===== src/design/lcdtg_pkg.sv =====
// shared widths, limits and carrier types of the lcd sync timing generator
package lcdtg_pkg;

  localparam int unsigned CNT_W = 12;
  localparam int unsigned PIX_W = 18;

  localparam logic [CNT_W-1:0] CNT_ZERO = 12'h000;
  localparam logic [CNT_W-1:0] CNT_ONE = 12'h001;
  localparam logic [CNT_W-1:0] FSW_MIN = 12'h005;
  localparam logic [CNT_W-1:0] FSW_MAX = 12'h00F;
  localparam logic [CNT_W-1:0] FSW_NOPIN = 12'h001;
  localparam logic [CNT_W-1:0] VBLANK_MIN = 12'h00A;
  localparam logic [CNT_W-1:0] VBLANK_MAX = 12'h028;

  typedef struct packed {
    logic [CNT_W-1:0] active_pixel_count;
    logic [CNT_W-1:0] horizontal_back_porch;
    logic [CNT_W-1:0] horizontal_front_porch;
    logic [CNT_W-1:0] line_sync_width;
    logic [CNT_W-1:0] active_line_count;
    logic [CNT_W-1:0] vertical_back_porch;
    logic [CNT_W-1:0] vertical_front_porch;
    logic [CNT_W-1:0] frame_sync_width;
    logic frame_sync_pin_used;
    logic line_sync_active_high;
    logic frame_sync_active_high;
  } lcdtg_cfg_t;

  typedef struct packed {
    logic frame_sync;
    logic line_sync;
    logic pixel_valid_strobe;
    logic [PIX_W-1:0] data;
  } lcdtg_pins_t;

  typedef struct packed {
    logic clk_sync1;
    logic clk_sync2;
    logic clk_prev;
    logic running;
    logic [CNT_W-1:0] h;
    logic [CNT_W-1:0] v;
    logic fs_act;
    logic ls_act;
    logic strobe;
    logic pixel_req;
    logic cfg_err;
    lcdtg_pins_t pins;
  } lcdtg_state_t;

endpackage


===== src/design/lcdtg_timing_gen.sv =====
// lcd sync timing generator: frame sync, line sync, pixel valid strobe and pixel data
// Function
// - each frame starts with frame sync asserted; frame period spans assertion to assertion.
// - line sync asserts together with frame sync, starting the frame's first line.
// - pixel valid strobe stays low throughout the vertical back porch lines.
// - after the back porch, strobe appears within every active line.
// - front porch lines follow the active lines with the strobe held low.
// - frame sync width programmable in lines, limited to 5 to 15.
// - vertical back porch counted from frame sync assertion, containing the pulse.
// - vertical porches counted in lines, one per line sync pulse.
// - active-low frame sync idles high and goes low at frame start.
// - same vertical order kept even when sync pins are unused.
// - frame sync without a pin is one line wide.
// - front plus back porch must lie within a 10 to 40 line blank.
// - line starts with line sync, then back porch with strobe low.
// - one new pixel presented per pixel clock while the strobe is high.
// - strobe high for exactly the active pixel count, then deasserted.
// - front porch follows the strobe; next line sync ends the line.
// - line period equals active pixels plus both horizontal porches.
// - line sync and frame sync polarity each selectable.
`timescale 1ns/1ps
module lcdtg_timing_gen
  import lcdtg_pkg::*;
(
  input wire logic clk_i,
  input wire logic reset_i,
  input wire logic pixel_clock_i,
  input wire lcdtg_cfg_t cfg_i,
  input wire logic [PIX_W-1:0] pixel_data_i,
  output logic pixel_req_o,
  output logic cfg_error_o,
  output lcdtg_pins_t pins_o
);

  lcdtg_state_t st_q;
  lcdtg_state_t st_d;
  logic [CNT_W-1:0] h_back;
  logic [CNT_W-1:0] app;
  logic [CNT_W-1:0] h_front;
  logic [CNT_W-1:0] lsw;
  logic [CNT_W-1:0] v_back;
  logic [CNT_W-1:0] alc;
  logic [CNT_W-1:0] v_front;
  logic [CNT_W-1:0] fsw_eff;
  logic [CNT_W-1:0] htot;
  logic [CNT_W-1:0] vtot;
  logic [CNT_W-1:0] vblank;
  logic [CNT_W-1:0] h_n;
  logic [CNT_W-1:0] v_n;
  logic tick;
  logic line_active_n;
  logic strobe_n;
  logic fs_n;
  logic ls_n;
  logic err_n;

  always_comb
  begin
    h_back = cfg_i.horizontal_back_porch;
    app = cfg_i.active_pixel_count;
    h_front = cfg_i.horizontal_front_porch;
    lsw = cfg_i.line_sync_width;
    v_back = cfg_i.vertical_back_porch;
    alc = cfg_i.active_line_count;
    v_front = cfg_i.vertical_front_porch;
    // width limited to its legal span; an unpinned sync is only a one-line reference
    if (!cfg_i.frame_sync_pin_used)
    begin
      fsw_eff = FSW_NOPIN;
    end
    else if (cfg_i.frame_sync_width < FSW_MIN)
    begin
      fsw_eff = FSW_MIN;
    end
    else if (cfg_i.frame_sync_width > FSW_MAX)
    begin
      fsw_eff = FSW_MAX;
    end
    else
    begin
      fsw_eff = cfg_i.frame_sync_width;
    end
    htot = h_back + app + h_front;
    vtot = v_back + alc + v_front;
    vblank = v_back + v_front;
    // flagged, not corrected: software owns the split of the blank
    err_n = (vblank < VBLANK_MIN) || (vblank > VBLANK_MAX) || (v_back < fsw_eff);
  end

  // edge found on the second synchroniser stage only
  always_comb
  begin
    tick = st_q.clk_sync2 & ~st_q.clk_prev;
    if (!st_q.running)
    begin
      // first pixel clock after reset lands on the frame's first pixel
      h_n = CNT_ZERO;
      v_n = CNT_ZERO;
    end
    else if (st_q.h >= htot - CNT_ONE)
    begin
      h_n = CNT_ZERO;
      if (st_q.v >= vtot - CNT_ONE)
      begin
        v_n = CNT_ZERO;
      end
      else
      begin
        v_n = st_q.v + CNT_ONE;
      end
    end
    else
    begin
      h_n = st_q.h + CNT_ONE;
      v_n = st_q.v;
    end
    // porch counted from the frame sync assertion, so the pulse lies inside it
    line_active_n = (v_n >= v_back) && (v_n < v_back + alc);
    strobe_n = line_active_n && (h_n >= h_back) && (h_n < h_back + app);
    fs_n = v_n < fsw_eff;
    ls_n = h_n < lsw;
  end

  always_comb
  begin
    st_d = st_q;
    st_d.clk_sync1 = pixel_clock_i;
    st_d.clk_sync2 = st_q.clk_sync1;
    st_d.clk_prev = st_q.clk_sync2;
    st_d.pixel_req = 1'b0;
    st_d.cfg_err = err_n;
    if (tick)
    begin
      st_d.running = 1'b1;
      st_d.h = h_n;
      st_d.v = v_n;
      st_d.fs_act = fs_n;
      st_d.ls_act = ls_n;
      st_d.strobe = strobe_n;
      st_d.pixel_req = strobe_n;
      // blank data outside the active area; the panel ignores it anyway
      st_d.pins.data = strobe_n ? pixel_data_i : '0;
      st_d.pins.pixel_valid_strobe = strobe_n;
      st_d.pins.frame_sync = fs_n ~^ cfg_i.frame_sync_active_high;
      st_d.pins.line_sync = ls_n ~^ cfg_i.line_sync_active_high;
    end
    if (reset_i)
    begin
      st_d = '0;
      st_d.pins.frame_sync = ~cfg_i.frame_sync_active_high;
      st_d.pins.line_sync = ~cfg_i.line_sync_active_high;
    end
  end

  always_ff @(posedge clk_i)
  begin
    st_q <= st_d;
  end

  assign pins_o = st_q.pins;
  assign pixel_req_o = st_q.pixel_req;
  assign cfg_error_o = st_q.cfg_err;

  // strobe length in pixel clocks, read only by the checks below
  logic [CNT_W-1:0] strobe_len_q;

  always_ff @(posedge clk_i)
  begin
    if (reset_i)
    begin
      strobe_len_q <= CNT_ZERO;
    end
    else if (tick && st_d.strobe)
    begin
      strobe_len_q <= st_q.strobe ? strobe_len_q + CNT_ONE : CNT_ONE;
    end
  end
endmodule


===== config.mk =====
export PLATFORM = sky130hd
export DESIGN_NAME = lcdtg_timing_gen
export DESIGN_NICKNAME = d
export VERILOG_FILES = /design/src/design/lcdtg_pkg.sv /design/src/design/lcdtg_timing_gen.sv
export SDC_FILE = /design/constraint.sdc
export NUM_CORES = 1
export LEC_CHECK = 0
export ABC_AREA = 1
export BUFFER_PORTS_ARGS = -buffer_cell sky130_fd_sc_hd__buf_2
export CORE_UTILIZATION = 35
export CTS_BUF_LIST = sky130_fd_sc_hd__clkbuf_16
export DETAILED_ROUTE_END_ITERATION = 10
export PLACE_DENSITY = 0.57
export SETUP_SLACK_MARGIN = 0.1
export SYNTH_ARGS = -nofsm -noshare
export SYNTH_HDL_FRONTEND = slang
export SYNTH_SLANG_ARGS = --single-unit

===== constraint.sdc =====
create_clock -name clk_i -period 14.35 [get_ports clk_i]
set_input_delay 0.7175 -clock clk_i [delete_from_list [all_inputs] [get_ports clk_i]]
set_output_delay 0.7175 -clock clk_i [all_outputs]
set_load 0.005 [all_outputs]

-- Yosys cells after proc, flatten, opt, wreduce, memory -nomap -nowiden
Index checks and enable logic that the tools add are counted.
- bitwise gates (word level): 7
- reduce and logical (&&, ||, !) cells: 7
- $lt $le $gt $ge: 13
- add/sub/neg operators: 9
- mux-type cells: 11
- operators by type and width (cell ; number):
    $mux W12 ; 8
    $add A12 B12 Y12 ; 5
    $lt A12 B12 Y1 ; 5
    $ge A12 B12 Y1 ; 4
    $mux W21 ; 2
    $add A12 B1 Y12 const B ; 2
    $sub A12 B1 Y12 const B ; 2
    $mux W18 ; 1
    $gt A12 B4 Y1 const B ; 1
    $gt A12 B6 Y1 const B ; 1
    $lt A12 B3 Y1 const B ; 1
    $lt A12 B4 Y1 const B ; 1
    $not A1 Y1 ; 4
    $logic_and A1 B1 Y1 ; 3
    $logic_or A1 B1 Y1 ; 2
    $reduce_bool A2 Y1 ; 1
    $reduce_or A2 Y1 ; 1
    $xnor A1 B1 Y1 ; 2
    $and A1 B1 Y1 ; 1
- logic and storage cells: 59
- flip-flop bits (word level): 51
- input bits: 120

-- Depth between registers and ports, before layout
Gate-level depths: netlist of run 1.
- depth after elaboration: 14
- gate-level depth with buffers: 50
- mapped depth without buffers: 49

-- Worst setup path after synthesis of run 1
OpenSTA, ideal clock, no wires.
- path kind: input port to flip-flop
- start: in cfg_i[75] (netlist name)
- end: reg st_q (netlist bit pins_o[10])
- arrival time: 6747 ps
- setup time: 59 ps
- stages on the path: 49
- required time: 14291 ps
- path slack: 7544 ps
- buffers on the path: 1
- cell sequence: ha_1 -> inv_1 -> fa_1 -> o21ai_0 -> a21oi_1 -> o21bai_1 -> xnor2_1 -> ha_1 -> inv_1 -> ha_1 -> a21oi_1 -> nand2_1 -> a21oi_1 -> nor2_1 -> nor2_1 -> o21bai_1 -> nand2_1 -> nand2_1 -> [13 not listed] -> nor2_1 -> inv_1 -> nor2_2 -> nand4_1 -> nand3_1 -> inv_1 -> ha_1 -> nand2_1 -> nor2_1 -> nand3_1 -> nand4_1 -> nand2_1 -> a211oi_1 -> nand2_1 -> a21oi_4 -> buf_6 -> nand4_1 -> nand2_1
- longest elaborated chain between the ends: 11
- elaborated cells between the ends (all ways): 16
- those cells by class: add/sub: 3; order compare: 5; mux: 5; reduce/logical: 3
- RTL lines (item ; RTL line ; text):
    start: declaration ; lcdtg_timing_gen.sv:28 ; input wire lcdtg_cfg_t cfg_i,
    $add A12 B12 Y12 * (2 in series) ; lcdtg_timing_gen.sv:83 ; htot = h_back + app + h_front;
    $sub A12 B1 Y12 * ; lcdtg_timing_gen.sv:100 ; else if (st_q.h >= htot - CNT_ONE)
    $ge A12 B12 Y1 * ; lcdtg_timing_gen.sv:100 ;
    $mux W12 * ; lcdtg_timing_gen.sv:100 ;
    $mux W12 * ; lcdtg_timing_gen.sv:94 ; if (!st_q.running)
    named net v_n[10] ; lcdtg_timing_gen.sv:49 ; logic [CNT_W-1:0] v_n;
    $ge A12 B12 Y1 or $lt A12 B12 Y1 (tied branches) ; lcdtg_timing_gen.sv:118 ; line_active_n = (v_n >= v_back) && (v_n < v_back + alc);
    $logic_and A1 B1 Y1 * ; lcdtg_timing_gen.sv:118 ;
    $logic_and A1 B1 Y1 * (2 in series) ; lcdtg_timing_gen.sv:119 ; strobe_n = line_active_n && (h_n >= h_back) && (h_n < h_back + app);
    $mux W18 * ; lcdtg_timing_gen.sv:142 ; st_d.pins.data = strobe_n ? pixel_data_i : '0;
    end signal: assignment ; lcdtg_timing_gen.sv:157 ; st_q <= st_d;
    end: declaration ; lcdtg_timing_gen.sv:35 ; lcdtg_state_t st_q;
Mark *: on every way through the listed nets, which the timed path passes. The rest lies on a longest branch.
A chain may end at the register's enable or synchronous reset.

-- Worst setup path after layout of run 1
- start: in cfg_i[75] (netlist name)
- end: reg st_q (netlist bit pins_o[18])
- longest elaborated chain between the ends: 10
- elaborated cells between the ends (all ways): 15
- those cells by class: add/sub: 3; order compare: 5; mux: 4; reduce/logical: 3
- RTL lines (item ; RTL line):
    $add A12 B12 Y12 * (2 in series) ; lcdtg_timing_gen.sv:83
    $sub A12 B1 Y12 * ; lcdtg_timing_gen.sv:100
    $ge A12 B12 Y1 * ; lcdtg_timing_gen.sv:100
    $mux W12 * ; lcdtg_timing_gen.sv:100
    $mux W12 * ; lcdtg_timing_gen.sv:94
    named net v_n[10] ; lcdtg_timing_gen.sv:49
    $ge A12 B12 Y1 or $lt A12 B12 Y1 (tied branches) ; lcdtg_timing_gen.sv:118
    $logic_and A1 B1 Y1 * ; lcdtg_timing_gen.sv:118
    $logic_and A1 B1 Y1 * (2 in series) ; lcdtg_timing_gen.sv:119
Marked as above.

==> flow_metrics.tcl, run 1 <==
set metrics [dict create \
    drtIter0Drc 292 \
    nets 1534 \
    synth_compound_area_frac 0.131 \
    r2r_cells 29 \
    grtUsageTotal 0.168 \
    wirelength_mm 18.6 \
    hold_depth 2 \
    wl_met3_um 600 \
    grt_max_degree 26 \
    seqCellArea_mm2 0.00104 \
    syn_area_mm2 0.00766 \
    worstMarginPinSlew_ps 852 \
    fillers 2308 \
    wl_met2_mm 8.81 \
    coreArea_mm2 0.0212 \
    end_kind "register" \
    wl_met1_mm 9.08 \
    setup_tns_ps 0 \
    numCtsBuffers 5 \
    critPathKind "input port to register" \
    start_util 0.361 \
    fin_worst_skew_ps 6.40 \
    grt_first_pass_wirelength_mm 30.8 \
    min_path_type "register to register" \
    worstReg2RegEnd "pins_o[18]" \
    syn2layout_area_growth_pct 14.1 \
    hold_ws_ps 404 \
    synth_top_area_share 0.284 \
    drt_first_pass_iters 4 \
    drc 0 \
    r2r_slack_ps 10200 \
    layout-drive-gt1-share 0.156 \
    max-cap-violations 0 \
    multiInputGateArea_mm2 0.00567 \
    ys_seq_area_frac 0.136 \
    rsz0062_at_grt "false" \
    die_w_um 150 \
    drtAntennaViolNets 0 \
    synthTopCellsByArea "ha_1 (28%), dfxtp_1 (13%), nand2_1 (11%), inv_1 (10%), a21oi_1 (5.2%)" \
    cts_root_buf "clkbuf_16" \
    die_area_mm2 0.0225 \
    ys_warn_count 0 \
    clockBufferDepth 2 \
    path_common_cell "nand2_1" \
    cp_max_fo 19 \
    run_status "complete, no violations" \
    grt_pass1_vias 6758 \
    yosysTopAreaCell "ha_1" \
    setup_viol_count_final 0 \
    post_cts_buffers 0 \
    r2r-start "st_q[38]" \
    holdPathEnd "st_q[52]" \
    slowest_delay_ps 420 \
    cts_tree "done" \
    synthAdderAreaFrac 0.297 \
    finalWorstSetupSlack_ps 6690 \
    place_ws_ps 6420 \
    std_cell_rows 53 \
    hpwl_mm 16.0 \
    clk_pin_slew_worst_paths_ps 70 \
    avgSynthCellArea_um2 6.96 \
    worst_setup_path_start_kind "input port" \
    period_share 0.534 \
    insertedDiodeCount 0 \
    antenna_found_initial 0 \
    die_height_um 150 \
    slew_headroom 0.432 \
    hold_viol 0 \
    ys_ff_latch 51 \
    boundaryPins 143 \
    ir_worst_vdd_mv 0.0421 \
    numClockSinks 51 \
    cp.required_ps 14580 \
    synth_simple_gate_area_share 0.226 \
    arrival_ps 7890 \
    p_total_mw 0.640 \
    avgViaCountPerCell 4.70 \
    overflow 0 \
    synthXorXnorAreaFrac 0.0774 \
    place.gp.congestion 0.868 \
    holdBufCountCts 0 \
    h-tree-depth 2 \
    num_vias 7105 \
    io_buffer_count 142 \
    max_freq_mhz 130 \
    p_leak_nw 5.00 \
    synth_top_family_by_area "adder cells" \
    synthDistinctLibCells 49 \
    synthMuxAreaShare 0 \
    fin_crit_ps 7660 \
    finalMaxSlewViolations 0 \
    finish.utilization 0.412 \
    min_from "st_q[53]" \
    clk_latency_ps 300 \
    worst_path_max_delay_cell "fa_1" \
    synth_cells 1102 \
    cts_resized 0 \
    power.density_mw_per_mm2 73.1 \
    wire_per_inst_um 12.3 \
    top_layer "met4" \
]
-- stage by stage --
step	instance area [µm²]	std cells
final	8740	1511
after floorplan	7720	1117
after CTS	8740	1511
after detailed placement	8570	1503
after global placement	8570	1503
after global routing	8740	1511
-- kinds of logic (layout without fill, tap and decap cells) --
kind of cell / count (synthesis) / in the layout
other cells: 1 / 16
fa+ha+maj: 179 / 179
xor+xnor: 66 / 66
compound gates: 171 / 171
buf+inv: 243 / 362
flops: 51 / 51
simple gates: 391 / 391
-- cell usage after synthesis, drive strengths merged --
master and number:
nand2 235, inv 210, ha 174, a21oi 82
nor2 74, dfxtp 49, xor2 44, nand3 38
o21ai 38, nand4 26, buf 25, xnor2 22
o22ai 17, nor3 9, clkbuf 8, o21bai 7
a211oi 6, fa 5, nor4 5, a21o 4
a31oi 4, o211ai 4, o21a 3, or2 3
a211o 2, edfxtp 2, o31ai 2, a21boi 1
conb 1, nand3b 1, o2111ai 1
-- metal layers --
layer,up-vias,global-route usage
li1,3838,-
met1,3118,0.218
met2,139,0.304
met3,10,0.0110
met4,0,0.0338
met5,-,0
-- power by group --
part	internal [mW]	total, mW	switching, mW
sequential	0.144	0.144	0.000603
combinational	0.149	0.355	0.206
clock	0.0833	0.140	0.0566
-- sequential cells by signal, summed over array words and instances (netlist names) --
| name | flops |
|---|---|
| st_q | 28 |
| pins_o | 21 |
| pixel_req_o | 1 |
| cfg_error_o | 1 |
-- cells in the final DEF (no fill, tap or decap), types with 5 or more instances in the layout --
cell type | Yosys | final
ha_1 | 174 | 174
inv_1 | 205 | 205
buf_2 | 2 | 142
o21bai_1 | 6 | 6
nor2_1 | 69 | 69
o22ai_1 | 17 | 17
conb_1 | 1 | 16
xor2_1 | 42 | 42
xnor2_1 | 22 | 22
nand2_1 | 223 | 223
nor3_1 | 8 | 8
a211oi_1 | 6 | 6
nand2_2 | 9 | 9
a21oi_1 | 80 | 80
nand3_1 | 34 | 34
inv_2 | 5 | 5
nand4_1 | 25 | 25
fa_1 | 5 | 5
dfxtp_1 | 49 | 49
o21ai_0 | 33 | 33
clkbuf_16 | 0 | 5
-- worst max-delay path by stage --
stage	from	to	slack, ps	cells past startpoint
6_report	cfg_i[75]	pins_o[18]	6690	50
5_1_grt	cfg_i[75]	pins_o[18]	5750	50
4_1_cts	cfg_i[75]	pins_o[18]	6680	50
3_5_place_dp	cfg_i[75]	pins_o[18]	6420	49
3_3_place_gp	cfg_i[75]	pins_o[18]	6500	49
2_1_floorplan	cfg_i[75]	pins_o[10]	7540	49
-- critical path, delay by kind of cell --
| kind | cells | cell delay (ps) |
|---|---|---|
| AND/OR/NAND/NOR | 25 | 2590 |
| AO/OA/AOI/OAI | 11 | 2090 |
| adder cells (fa/ha/maj) | 6 | 1630 |
| buffers and inverters | 5 | 420 |
| XOR/XNOR | 3 | 420 |
-- area by class of cell --
cell class / count / area share
multi-input cells: 823 / 0.649
clock inverters: 3 / 0.00544
inverters: 210 / 0.0902
clock buffers: 5 / 0.0143
repair buffers: 144 / 0.0830
well taps: 275 / 0.0394
flip-flops and latches: 51 / 0.119
Power figures use the tool's default switching activity.
==> inputs of run 2 (changes only) <==
==> constraint.sdc (replaced) <==
create_clock -name clk_i -period 7.5 [get_ports clk_i]
set_input_delay 0.375 -clock clk_i [delete_from_list [all_inputs] [get_ports clk_i]]
set_output_delay 0.375 -clock clk_i [all_outputs]
set_load 0.005 [all_outputs]
==> run 2 against run 1 <==
Compared with the run above:
- final area grew 0.54%
- die area is the same
- clock skew grew 3.3 ps
- count of clock-buffer cells in the layout is the same
- clock power grew 71%
- non-clock buffer count grew 4
- hold slack lost 110 ps
- sequential power grew 92%
- largest cell class unchanged
- highest routed layer unchanged
==> flow_metrics.tcl, run 2 (synthesis results as in run 1) <==
set metrics [dict create \
    cp.required_ps 7750 \
    p_leak_nw 5.02 \
    die_w_um 150 \
    end_kind "register" \
    largest_reg_flops 28 \
    die_height_um 150 \
    r2r_cells 29 \
    final_common_cell "nand2_1" \
    grtUsageTotal 0.166 \
    h-tree-depth 2 \
    coreArea_mm2 0.0212 \
    final_area_mm2 0.00879 \
    final_cells 1515 \
    hold_depth 3 \
    drc 0 \
    grt_first_pass_wirelength_mm 30.3 \
    max-cap-violations 0 \
    fin_worst_skew_ps 9.67 \
    layout-drive-gt1-share 0.165 \
    std_cell_rows 53 \
    num_vias 7081 \
    worst_setup_path_start_kind "input port" \
    cts_root_buf "clkbuf_16" \
    path_common_cell "nand2_1" \
    cp_max_fo 18 \
    holdPathEnd "st_q[53]" \
    worstMarginPinSlew_ps 882 \
    worstReg2RegEnd "pins_o[1]" \
    finish.utilization 0.414 \
    regMostFlops "st_q" \
    cts_tree "done" \
    finalMaxSlewViolations 0 \
    wire_per_inst_um 12.2 \
    run_status "complete, no violations" \
    min_path_type "input port to register" \
    r2r-start "st_q[38]" \
    final_cell_mix "nand2_1 (223), inv_1 (205), ha_1 (173), buf_2 (142), a21oi_1 (79)" \
    hpwl_mm 16.0 \
    insertedDiodeCount 0 \
    place.gp.congestion 0.844 \
    slowest_delay_ps 370 \
    place_ws_ps 185 \
    clk_latency_ps 300 \
    period_share 0.894 \
    boundaryPins 143 \
    fillers 2282 \
    grt_pass1_vias 6757 \
    arrival_ps 6950 \
    clockBufferDepth 2 \
    nets 1538 \
    clk_pin_slew_worst_paths_ps 80 \
    grt_max_degree 26 \
    rsz0062_at_grt "false" \
    avgViaCountPerCell 4.67 \
    min_from "pixel_clock_i" \
    setup_tns_ps 0 \
    drt_first_pass_iters 4 \
    max_freq_mhz 149 \
    antenna_found_initial 0 \
    hold_ws_ps 293 \
    drtIter0Drc 222 \
    drtAntennaViolNets 0 \
    slew_headroom 0.411 \
    setup_viol_count_final 0 \
    io_buffer_count 142 \
    numClockSinks 51 \
    p_total_mw 1.19 \
    ir_worst_vdd_mv 0.0787 \
    numCtsBuffers 5 \
    finalWorstSetupSlack_ps 795 \
    wirelength_mm 18.4 \
    power.density_mw_per_mm2 136 \
    dp.cells 1507 \
    hold_viol 0 \
    worst_path_max_delay_cell "fa_2" \
    overflow 0 \
    fin_crit_ps 6700 \
    critPathKind "input port to register" \
    placed_area_mm2 0.00861 \
    post_cts_buffers 0 \
    syn2layout_area_growth_pct 14.7 \
    die_area_mm2 0.0225 \
    start_util 0.361 \
    r2r_slack_ps 3690 \
]
-- run 2: cell count changes in the layout (fill, tap and decap cells not counted), sizes merged --
cell    before  now
buf        144  148
bufinv       1    0
inv        211  212
-- run 2: power by group --
part           internal [mW]  switching (mW)  total (mW)
Clock                  0.127           0.113       0.240
Combinational          0.286           0.390       0.676
Sequential             0.275         0.00115       0.276
Total                  0.688           0.504        1.19
-- run 2: how the worst max path moves through the flow --
stage,from,to,cells after the start
5_1_grt,cfg_i[75],pins_o[1],50
3_5_place_dp,cfg_i[75],pins_o[1],50
3_3_place_gp,cfg_i[75],pins_o[13],50
2_1_floorplan,cfg_i[75],pins_o[10],49
4_1_cts,cfg_i[75],pins_o[1],50
6_report,cfg_i[75],pins_o[1],50
-- run 2: per-layer routing --
| metal | global-route usage | wire, µm | vias to the layer above |
|---|---|---|---|
| met3 | 0.0128 | 653 | 13 |
| met4 | 0.0384 | 283 | 0 |
| met1 | 0.217 | 9060 | 3084 |
| met2 | 0.295 | 8450 | 135 |
| met5 | 0 | 0 | - |
| li1 | - | - | 3849 |
-- run 2: layout make-up --
| class | count | area (µm²) | area share |
|---|---|---|---|
| clock buffers | 5 | 125 | 0.0142 |
| inverters | 210 | 788 | 0.0897 |
| multi-input cells | 823 | 5700 | 0.648 |
| flip-flops and latches | 51 | 1040 | 0.118 |
| well taps | 275 | 344 | 0.0391 |
| repair buffers | 148 | 768 | 0.0874 |
| clock inverters | 3 | 26.3 | 0.00299 |
-- run 2: worst max-delay path, delay by kind of cell --
family                     cells  cell delay, ps
and+or+nand+nor               26            2510
adders and majority gates      6            1650
AOI/OAI and AO/OA              9            1400
buffers and inverters          6             550
xor gates and xnor gates       3             450
-- run 2: what timing repair did --
item                       4_1_cts  5_1_grt
setup endpoints to repair        0       21
hold buffers                     0        0
gates resized for setup          0        8
